<file path="src/lcdms_pkg.sv">
// constants shared by the lcd multiplex drive selector
package lcdms_pkg;
  // ---------------------------------------------------------------
  // geometry
  // ---------------------------------------------------------------
  localparam int unsigned NUM_SEG = 40;
  localparam int unsigned NUM_BP = 4;
  localparam int unsigned ROW_BYTES = 5;
  localparam int unsigned RAM_DEPTH = 20;
  localparam int unsigned RAM_AW = 5;
  localparam int unsigned LVL_W = 3;
  // ---------------------------------------------------------------
  // register map
  // ---------------------------------------------------------------
  localparam logic [7:0] REG_CTRL = 8'h00;
  localparam logic [7:0] REG_PHASE = 8'h04;
  localparam logic [7:0] REG_STATUS = 8'h08;
  localparam logic [7:0] REG_RAM_BASE = 8'h40;
  localparam logic [7:0] REG_RAM_END = 8'h90;
  localparam int unsigned CTRL_EN_BIT = 0;
  localparam int unsigned CTRL_MODE_LSB = 1;
  localparam int unsigned CTRL_BIAS_BIT = 3;
  localparam int unsigned CTRL_INV_BIT = 4;
  localparam logic [4:0] CTRL_RST = 5'h06;
  // ---------------------------------------------------------------
  // drive modes, bias, inversion
  // ---------------------------------------------------------------
  localparam logic [1:0] MODE_STATIC = 2'h0;
  localparam logic [1:0] MODE_MUX2 = 2'h1;
  localparam logic [1:0] MODE_MUX3 = 2'h2;
  localparam logic [1:0] MODE_MUX4 = 2'h3;
  localparam logic BIAS_THIRD = 1'b0;
  localparam logic BIAS_HALF = 1'b1;
  localparam logic INV_LINE = 1'b0;
  localparam logic INV_FRAME = 1'b1;
  // ---------------------------------------------------------------
  // level-select codes toward the analog switches
  // ---------------------------------------------------------------
  localparam logic [2:0] LVL_VSS = 3'h0;
  localparam logic [2:0] LVL_THIRD = 3'h1;
  localparam logic [2:0] LVL_HALF = 3'h2;
  localparam logic [2:0] LVL_TWO_THIRDS = 3'h3;
  localparam logic [2:0] LVL_FULL = 3'h4;
  // ---------------------------------------------------------------
  // timing
  // ---------------------------------------------------------------
  localparam int unsigned CLK_PERIOD_NS = 10;
  localparam int unsigned PHASE_TIME_NS = 10000;
  localparam logic [15:0] PHASE_LEN_RST = 16'(PHASE_TIME_NS / CLK_PERIOD_NS);
  localparam logic [15:0] PHASE_LEN_MIN = 16'h0008;
  localparam logic [1:0] HTRANS_NONSEQ = 2'h2;
  // ---------------------------------------------------------------
  // bus slave states
  // ---------------------------------------------------------------
  typedef enum logic [1:0] {BUS_IDLE, BUS_RD_MEM, BUS_RD_OUT} lcdms_bus_e;
endpackage

</file>
<file path="src/lcdms_ram.sv">
// display data memory, one write port and two registered read ports
`timescale 1ns/100ps
`default_nettype none
module lcdms_ram #(
  parameter int unsigned WIDTH = 8,
  parameter int unsigned DEPTH = 20,
  parameter int unsigned AW = 5
) (
  // clock and reset
  input wire logic hclk,
  input wire logic hresetn,
  // write port
  input wire logic wr_en,
  input wire logic [AW-1:0] wr_addr,
  input wire logic [WIDTH-1:0] wr_data,
  // read port a
  input wire logic [AW-1:0] a_addr,
  output logic [WIDTH-1:0] a_data,
  // read port b
  input wire logic [AW-1:0] b_addr,
  output logic [WIDTH-1:0] b_data
);
  logic [WIDTH-1:0] mem_ff [DEPTH];

  // cleared on reset so every element starts off
  always_ff @(posedge hclk or negedge hresetn) begin
    if (!hresetn) begin
      for (int i = 0; i < DEPTH; i++) begin
        mem_ff[i] <= '0;
      end
      a_data <= '0;
      b_data <= '0;
    end else begin
      if (wr_en && (int'(wr_addr) < DEPTH)) begin
        mem_ff[wr_addr] <= wr_data;
      end
      a_data <= (int'(a_addr) < DEPTH) ? mem_ff[a_addr] : '0;
      b_data <= (int'(b_addr) < DEPTH) ? mem_ff[b_addr] : '0;
    end
  end
endmodule
`default_nettype wire

</file>
<file path="src/lcdms_drive.sv">
// lcd backplane and segment level selector with ahb-lite registers
//
// Implementation choices: the register addresses and register access over AHB-Lite.
`timescale 1ns/100ps
`default_nettype none
module lcdms_drive
  import lcdms_pkg::*;
(
  // clock and reset
  input wire logic hclk,
  input wire logic hresetn,
  // ahb-lite slave
  input wire logic hsel,
  input wire logic [31:0] haddr,
  input wire logic [1:0] htrans,
  input wire logic hwrite,
  input wire logic [2:0] hsize,
  input wire logic [31:0] hwdata,
  input wire logic hready,
  output logic hreadyout,
  output logic [31:0] hrdata,
  output logic hresp,
  // level codes toward the analog switches
  output logic [LVL_W-1:0] backplane_out_0,
  output logic [LVL_W-1:0] backplane_out_1,
  output logic [LVL_W-1:0] backplane_out_2,
  output logic [LVL_W-1:0] backplane_out_3,
  output logic [NUM_SEG*LVL_W-1:0] segment_outs
);
  // ---------------------------------------------------------------
  // bus slave
  // ---------------------------------------------------------------
  lcdms_bus_e bus_st_ff, nxt_bus_st;
  logic wr_pend_ff, nxt_wr_pend;
  logic [7:0] addr_ff, nxt_addr;
  logic map_ff, nxt_map;
  logic hreadyout_ff, nxt_hreadyout;
  logic [31:0] hrdata_ff, nxt_hrdata;
  logic [4:0] ctrl_ff, nxt_ctrl;
  logic [15:0] phase_ff, nxt_phase;
  logic acc, ram_hit, ram_we;
  logic [RAM_AW-1:0] ram_idx;
  logic [7:0] ram_a_data, ram_b_data;
  logic [RAM_AW-1:0] scan_addr;
  logic [31:0] status_word;

  assign acc = hsel && hready && htrans[1];
  assign ram_hit = map_ff && (addr_ff[1:0] == 2'h0) &&
                   (addr_ff >= REG_RAM_BASE) && (addr_ff < REG_RAM_END);
  assign ram_idx = RAM_AW'((addr_ff - REG_RAM_BASE) >> 2);
  assign ram_we = wr_pend_ff && ram_hit;

  always_comb begin
    nxt_bus_st = bus_st_ff;
    nxt_wr_pend = 1'b0;
    nxt_addr = addr_ff;
    nxt_map = map_ff;
    nxt_hreadyout = hreadyout_ff;
    nxt_hrdata = hrdata_ff;
    nxt_ctrl = ctrl_ff;
    nxt_phase = phase_ff;
    if (wr_pend_ff && map_ff) begin
      if (addr_ff == REG_CTRL) begin
        nxt_ctrl = hwdata[4:0];
      end else if (addr_ff == REG_PHASE) begin
        nxt_phase = (hwdata[15:0] < PHASE_LEN_MIN) ? PHASE_LEN_MIN :
                    hwdata[15:0];
      end
    end
    case (bus_st_ff)
      BUS_IDLE: begin
        if (acc) begin
          nxt_addr = haddr[7:0];
          nxt_map = (haddr[31:8] == 24'h000000);
          nxt_wr_pend = hwrite;
          if (!hwrite) begin
            nxt_bus_st = BUS_RD_MEM;
            nxt_hreadyout = 1'b0;
          end
        end
      end
      BUS_RD_MEM: begin
        nxt_bus_st = BUS_RD_OUT;
      end
      BUS_RD_OUT: begin
        nxt_bus_st = BUS_IDLE;
        nxt_hreadyout = 1'b1;
        nxt_hrdata = 32'h00000000;
        if (ram_hit) begin
          nxt_hrdata = {24'h000000, ram_a_data};
        end else if (map_ff && addr_ff == REG_CTRL) begin
          nxt_hrdata = {27'h0000000, ctrl_ff};
        end else if (map_ff && addr_ff == REG_PHASE) begin
          nxt_hrdata = {16'h0000, phase_ff};
        end else if (map_ff && addr_ff == REG_STATUS) begin
          nxt_hrdata = status_word;
        end
      end
      default: begin
        nxt_bus_st = BUS_IDLE;
        nxt_hreadyout = 1'b1;
      end
    endcase
  end

  always_ff @(posedge hclk or negedge hresetn) begin
    if (!hresetn) begin
      bus_st_ff <= BUS_IDLE;
      wr_pend_ff <= 1'b0;
      addr_ff <= 8'h00;
      map_ff <= 1'b0;
      hreadyout_ff <= 1'b1;
      hrdata_ff <= 32'h00000000;
      ctrl_ff <= CTRL_RST;
      phase_ff <= PHASE_LEN_RST;
      hresp <= 1'b0;
    end else begin
      bus_st_ff <= nxt_bus_st;
      wr_pend_ff <= nxt_wr_pend;
      addr_ff <= nxt_addr;
      map_ff <= nxt_map;
      hreadyout_ff <= nxt_hreadyout;
      hrdata_ff <= nxt_hrdata;
      ctrl_ff <= nxt_ctrl;
      phase_ff <= nxt_phase;
      hresp <= 1'b0;
    end
  end

  assign hreadyout = hreadyout_ff;
  assign hrdata = hrdata_ff;

  lcdms_ram #(
    .WIDTH(8),
    .DEPTH(RAM_DEPTH),
    .AW(RAM_AW)
  ) u_ram (
    .hclk(hclk),
    .hresetn(hresetn),
    .wr_en(ram_we),
    .wr_addr(ram_idx),
    .wr_data(hwdata[7:0]),
    .a_addr(ram_idx),
    .a_data(ram_a_data),
    .b_addr(scan_addr),
    .b_data(ram_b_data)
  );

  // ---------------------------------------------------------------
  // multiplex sequencer
  // ---------------------------------------------------------------
  logic [15:0] cnt_ff, nxt_cnt;
  logic [1:0] row_ff, nxt_row, nrow_ff, nxt_nrow;
  logic pol_ff, nxt_pol, npol_ff, nxt_npol;
  logic half_ff, nxt_half, nhalf_ff, nxt_nhalf;
  logic [1:0] pmode_ff, nxt_pmode, omode_ff, nxt_omode;
  logic pbias_ff, nxt_pbias, obias_ff, nxt_obias;
  logic pen_ff, nxt_pen;
  logic [NUM_SEG-1:0] stage_ff, nxt_stage;
  logic bound, wrap;
  logic [1:0] cmode, adv, keep;

  assign bound = (cnt_ff >= phase_ff - 16'h0001);
  assign cmode = ctrl_ff[CTRL_MODE_LSB +: 2];
  assign wrap = (row_ff >= cmode);
  assign adv = wrap ? 2'h0 : row_ff + 2'h1;
  assign keep = (row_ff > cmode) ? 2'h0 : row_ff;
  // next row's five bytes are fetched on counts 1..5
  assign scan_addr = RAM_AW'({nrow_ff, 2'b00}) + RAM_AW'(nrow_ff) +
                     RAM_AW'(cnt_ff[2:0]) - 5'h01;
  assign status_word = {27'h0000000, ctrl_ff[CTRL_EN_BIT], half_ff,
                        pol_ff, row_ff};

  always_comb begin
    nxt_cnt = bound ? 16'h0000 : cnt_ff + 16'h0001;
    nxt_nrow = nrow_ff;
    nxt_npol = npol_ff;
    nxt_nhalf = nhalf_ff;
    nxt_pmode = pmode_ff;
    nxt_pbias = pbias_ff;
    nxt_pen = pen_ff;
    nxt_stage = stage_ff;
    nxt_row = row_ff;
    nxt_pol = pol_ff;
    nxt_half = half_ff;
    nxt_omode = omode_ff;
    nxt_obias = obias_ff;
    if (cnt_ff == 16'h0000) begin
      nxt_pmode = cmode;
      nxt_pbias = ctrl_ff[CTRL_BIAS_BIT];
      nxt_pen = ctrl_ff[CTRL_EN_BIT];
      if (ctrl_ff[CTRL_INV_BIT] == INV_LINE) begin
        nxt_nrow = half_ff ? adv : keep;
        nxt_npol = ~pol_ff;
        nxt_nhalf = ~half_ff;
      end else begin
        nxt_nrow = adv;
        nxt_npol = wrap ? ~pol_ff : pol_ff;
        nxt_nhalf = 1'b0;
      end
    end
    for (int k = 0; k < ROW_BYTES; k++) begin
      if (cnt_ff == 16'(k + 2)) begin
        nxt_stage[8*k +: 8] = ram_b_data;
      end
    end
    if (bound) begin
      nxt_row = nrow_ff;
      nxt_pol = npol_ff;
      nxt_half = nhalf_ff;
      nxt_omode = pmode_ff;
      nxt_obias = pbias_ff;
    end
  end

  always_ff @(posedge hclk or negedge hresetn) begin
    if (!hresetn) begin
      cnt_ff <= 16'h0000;
      row_ff <= 2'h0;
      pol_ff <= 1'b0;
      half_ff <= 1'b0;
      nrow_ff <= 2'h0;
      npol_ff <= 1'b0;
      nhalf_ff <= 1'b0;
      pmode_ff <= MODE_MUX4;
      pbias_ff <= BIAS_THIRD;
      pen_ff <= 1'b0;
      omode_ff <= MODE_MUX4;
      obias_ff <= BIAS_THIRD;
      stage_ff <= '0;
    end else begin
      cnt_ff <= nxt_cnt;
      row_ff <= nxt_row;
      pol_ff <= nxt_pol;
      half_ff <= nxt_half;
      nrow_ff <= nxt_nrow;
      npol_ff <= nxt_npol;
      nhalf_ff <= nxt_nhalf;
      pmode_ff <= nxt_pmode;
      pbias_ff <= nxt_pbias;
      pen_ff <= nxt_pen;
      omode_ff <= nxt_omode;
      obias_ff <= nxt_obias;
      stage_ff <= nxt_stage;
    end
  end

  // ---------------------------------------------------------------
  // level selection
  // ---------------------------------------------------------------
  // logical backplane that a physical output repeats
  function automatic logic [1:0] bp_row(input logic [1:0] m,
                                        input logic [1:0] i);
    logic [1:0] r;
    r = i;
    case (m)
      MODE_STATIC: r = 2'h0;
      MODE_MUX2: r = {1'b0, i[0]};
      MODE_MUX3: r = (i == 2'h3) ? 2'h1 : i;
      default: r = i;
    endcase
    return r;
  endfunction

  logic two_lvl;
  logic [LVL_W-1:0] bp_lvl [NUM_BP];
  logic [LVL_W-1:0] bp_ff [NUM_BP];
  logic [NUM_SEG*LVL_W-1:0] seg_lvl, seg_ff;

  // static drive or half bias never uses the third taps
  assign two_lvl = (pmode_ff == MODE_STATIC) || (pbias_ff == BIAS_HALF);

  for (genvar b = 0; b < NUM_BP; b++) begin : g_bp
    always_comb begin
      if (!pen_ff) begin
        bp_lvl[b] = LVL_VSS;
      end else if (bp_row(pmode_ff, 2'(b)) == nrow_ff) begin
        bp_lvl[b] = npol_ff ? LVL_FULL : LVL_VSS;
      end else if (pbias_ff == BIAS_HALF) begin
        bp_lvl[b] = LVL_HALF;
      end else begin
        bp_lvl[b] = npol_ff ? LVL_THIRD : LVL_TWO_THIRDS;
      end
    end
    always_ff @(posedge hclk or negedge hresetn) begin
      if (!hresetn) begin
        bp_ff[b] <= LVL_VSS;
      end else begin
        bp_ff[b] <= bound ? bp_lvl[b] : bp_ff[b];
      end
    end
  end

  for (genvar j = 0; j < NUM_SEG; j++) begin : g_seg
    always_comb begin
      if (!pen_ff) begin
        seg_lvl[j*LVL_W +: LVL_W] = LVL_VSS;
      end else if (stage_ff[j]) begin
        seg_lvl[j*LVL_W +: LVL_W] = npol_ff ? LVL_VSS : LVL_FULL;
      end else if (two_lvl) begin
        seg_lvl[j*LVL_W +: LVL_W] = npol_ff ? LVL_FULL : LVL_VSS;
      end else begin
        seg_lvl[j*LVL_W +: LVL_W] = npol_ff ? LVL_TWO_THIRDS :
                                    LVL_THIRD;
      end
    end
  end

  always_ff @(posedge hclk or negedge hresetn) begin
    if (!hresetn) begin
      seg_ff <= '0;
    end else begin
      seg_ff <= bound ? seg_lvl : seg_ff;
    end
  end

  assign backplane_out_0 = bp_ff[0];
  assign backplane_out_1 = bp_ff[1];
  assign backplane_out_2 = bp_ff[2];
  assign backplane_out_3 = bp_ff[3];
  assign segment_outs = seg_ff;
endmodule
`default_nettype wire

</file>
<file path="config.mk">
export PLATFORM = sky130hd
export DESIGN_NAME = lcdms_drive
export DESIGN_NICKNAME = d
export VERILOG_FILES = /design/src/lcdms_pkg.sv /design/src/lcdms_ram.sv /design/src/lcdms_drive.sv
export SDC_FILE = /design/constraint.sdc
export NUM_CORES = 1
export LEC_CHECK = 0
export BUFFER_PORTS_ARGS = -buffer_cell sky130_fd_sc_hd__buf_2
export CORE_MARGIN = 1.5
export CORE_UTILIZATION = 40
export CTS_CLUSTER_DIAMETER = 100
export DETAILED_ROUTE_END_ITERATION = 16
export GPL_TIMING_DRIVEN = 0
export PLACE_DENSITY = 0.63
export SYNTH_ARGS = -nofsm -noshare
export SYNTH_HDL_FRONTEND = slang
export SYNTH_SLANG_ARGS = --single-unit
export TNS_END_PERCENT = 50
</file>
<file path="constraint.sdc">
create_clock -name hclk -period 4.15 [get_ports hclk]
set_input_delay 0.83 -clock hclk [delete_from_list [all_inputs] [get_ports hclk]]
set_output_delay 0.83 -clock hclk [all_outputs]
set_load 0.01 [all_outputs]
</file>
==> results.toml <==
[global_routing]
grt_usage = 0.210
grt-ovfl-total = 0
grt_max_degree = 122
first_global_vias = 14000
grt_pass1_wl_microns = 84500
antenna_found_initial = 0

[route]
drt_iter0_drc = 1098
drt_wl_total_microns = 54900
avgViaCountPerCell = 5.48
postRouteAntennaNets = 0
wire_per_inst_microns = 21.9
first_pass_iters = 5
drc_errors = 0
num_vias = 13800

[sta]
max_freq_mhz = 247
holdWs_ns = 0.230
rsz0062_at_grt = "true"
relSlewSlack = 0.208
postLayoutSetupSlackWorst_ns = 0.103
fin_crit_ns = 4.05
drv_slew = 0
setup_violations = 0
fin_skew_ns = 0.0348
hold_viol = 0
tightest_slew_ns = 1.18
finalCritPeriodShare = 0.975

[synthesis]
seq_area_frac_synth = 0.526
netlist_area_sq_um = 20300
synthAdderAreaFrac = 0.0189
synth_area_per_cell_sq_um = 13.2
synth-edff-count = 0
ys_warn_count = 0
synth.most_common_cell = "dfrtp_1"
synth-simple-area-share = 0.0704
synth_top_area_cell = "dfrtp_1"
synth.distinct_cells = 57
synth_area_leaders = "dfrtp_1 (51%), mux2_2 (15%), mux4_2 (9.0%)"
synth_commonest_cells = "dfrtp_1 (415), mux2_2 (275), nand2_1 (99)"
synth_xor_area_frac = 0.0315
synth_top_family_by_area = "multiplexers"
synth_mux_area_frac = 0.255
synthCells = 1534
ys_seq_elements = 426
synth_top_area_share = 0.512
synth_compound_area_frac = 0.0677
ys.flop_type = "dfrtp_1"
async_flop_share = 1.00

[die]
dieArea_sq_um = 52100
start_util = 0.405
die_width_microns = 228
die-height_microns = 228
num_rows = 82
fp.coreArea_sq_um = 50100
ios = 240

[worst_hold_path]
hp-class = "input pin to async pin"

[placed_design]
place_area_sq_um = 22300
port_buffers = 201
place_ws_ns = -0.104
place_congestion = 0.886
dp_hpwl_microns = 38900

[power_and_ir_drop]
pwr_density_cell_nw_per_um2 = 486
p_comb_frac = 0.218
peakVddDrop_mv = 0.263
clockPowerShare = 0.362
p_total_w = 0.0116
switchingPower_w = 0.00343
netSwitchingFraction = 0.296
power_leakage_nw = 10.9
seqPwrFrac = 0.419
intPower_w = 0.00817

[clocking]
worstSkewPairLatency_ns = 0.60
post_cts_buffers = 0
clockRootBuffer = "clkbuf_16"
cts_buffers = 45
clockBufferDepth = 3
clkSlewWorstSetupHoldPaths_ns = 0.06
cts_resized = 1
postCtsHoldBufs = 0
tritoncts = "built"
clkSinkCount = 426
cts-htree-levels = 2

[run_status]
status = "finished clean"

[final_layout]
final_core_util = 0.477
area_delta_synth_final_pct = 17.6
nNetsFinal = 1905
fill_cells = 4517
n_antenna_cell = 0
final_cell_area_sq_um = 23900
drive_gt1_frac = 0.389

[critical_path]
start_kind = "flip-flop"
end_kind = "flip-flop"
critical_path_class = "flip-flop to flip-flop"
worstPathRequired_ns = 4.60
worstPathArrival_ns = 4.49
r2r_setup_slack_ns = 0.10
cp_max_fo = 10

[run]
cap_violations = 0
per-layer routing:
layer | vias to the layer above | GRT usage | part of all wire
met2 | 397 | 0.349 | 0.49
met5 | - | 0 | 0
met4 | 0 | 0.0575 | 0.023
met3 | 92 | 0.0363 | 0.053
met1 | 7148 | 0.283 | 0.43
li1 | 6113 | - | -
power groups by stage:
stage	Combinational [W]	Sequential (W)	Clock, W
after floorplan	0.00184	0.00476	0
after global placement	0.00249	0.00492	0
after detailed placement	0.00254	0.00493	0
after CTS	0.00255	0.00486	0.00429
after global routing	0.00273	0.00490	0.00445
final	0.00253	0.00487	0.00420
cell families after synthesis:
family | after synthesis
DFF | 426
other | 1
adders and majority gates | 30
muxes | 380
buffers and inverters | 128
xor gates and xnor gates | 73
and+or+nand+nor | 305
AOI/OAI and AO/OA | 191
registers in the layout (all words and copies together), names as in the netlist, 2 cells and up:
name and flops:
ctrl_ff 5, u_ram.mem_ff 160, backplane_out_0 3, addr_ff 8, backplane_out_2 3, stage_ff 40, row_ff 2, nrow_ff 2
hrdata 16, bus_st_ff 2, pmode_ff 2, u_ram.b_data 8, u_ram.a_data 8, backplane_out_3 3, segment_outs 120, backplane_out_1 3
phase_ff 16, cnt_ff 16
per-stage QoR:
stage / cells / TNS (ns)
finish: 2508 / 0
global route: 2508 / -3.11
CTS: 2508 / 0
detailed placement: 2426 / -2.71
global placement: 2423 / -2575.68
floorplan: 1550 / 0
cells in the final DEF, fill, tap and decap left out, types with 20 or more instances in the layout:
cell,Yosys,layout
nand3_1,20,20
o21ai_0,45,44
xnor2_1,55,55
nand2_1,99,99
buf_2,28,228
mux2_2,275,275
mux2i_1,20,20
clkbuf_16,0,45
ha_1,29,29
buf_4,21,21
mux4_2,81,81
nor2_1,92,92
o2bb2ai_1,80,80
dfrtp_1,415,415
clkbuf_1,57,66
area by class of cell:
cell class | instances | area, sq um | share of cell area
timing repair buffer | 204 | 1100 | 0.0460
sequential | 426 | 10700 | 0.447
buffer | 111 | 547 | 0.0229
multi-input combinational | 996 | 9090 | 0.381
clock buffer | 68 | 1330 | 0.0558
tap | 672 | 841 | 0.0352
inverter | 17 | 63.8 | 0.00267
clock inverter | 14 | 224 | 0.00938
worst max-delay path, stage by stage (launching register included):
cell and delay (ns):
dfrtp_1 0.43, nor4_1 0.37, nand2_1 0.16, or4_1 0.47, nor3_1 0.28, xnor2_1 0.17, ha_1 0.27, a21oi_1 0.12
o21ai_0 0.28, or2_2 0.39, o2111ai_2 0.39, clkbuf_1 0.45, o2bb2ai_1 0.15
final timing paths:
path	start	end	depth (start not counted)
worst min-delay path	hresetn	cnt_ff[14]	1
worst max register to register	phase_ff[4]	segment_outs[77]	12
min in group hclk	hwrite	bus_st_ff[0]	2
worst min register to register	segment_outs[23]	segment_outs[23]	1
max in group asynchronous	hresetn	u_ram.mem_ff[135]	3
worst max-delay path	phase_ff[4]	segment_outs[77]	12
Note: power is estimated with default switching activity, not from simulation.
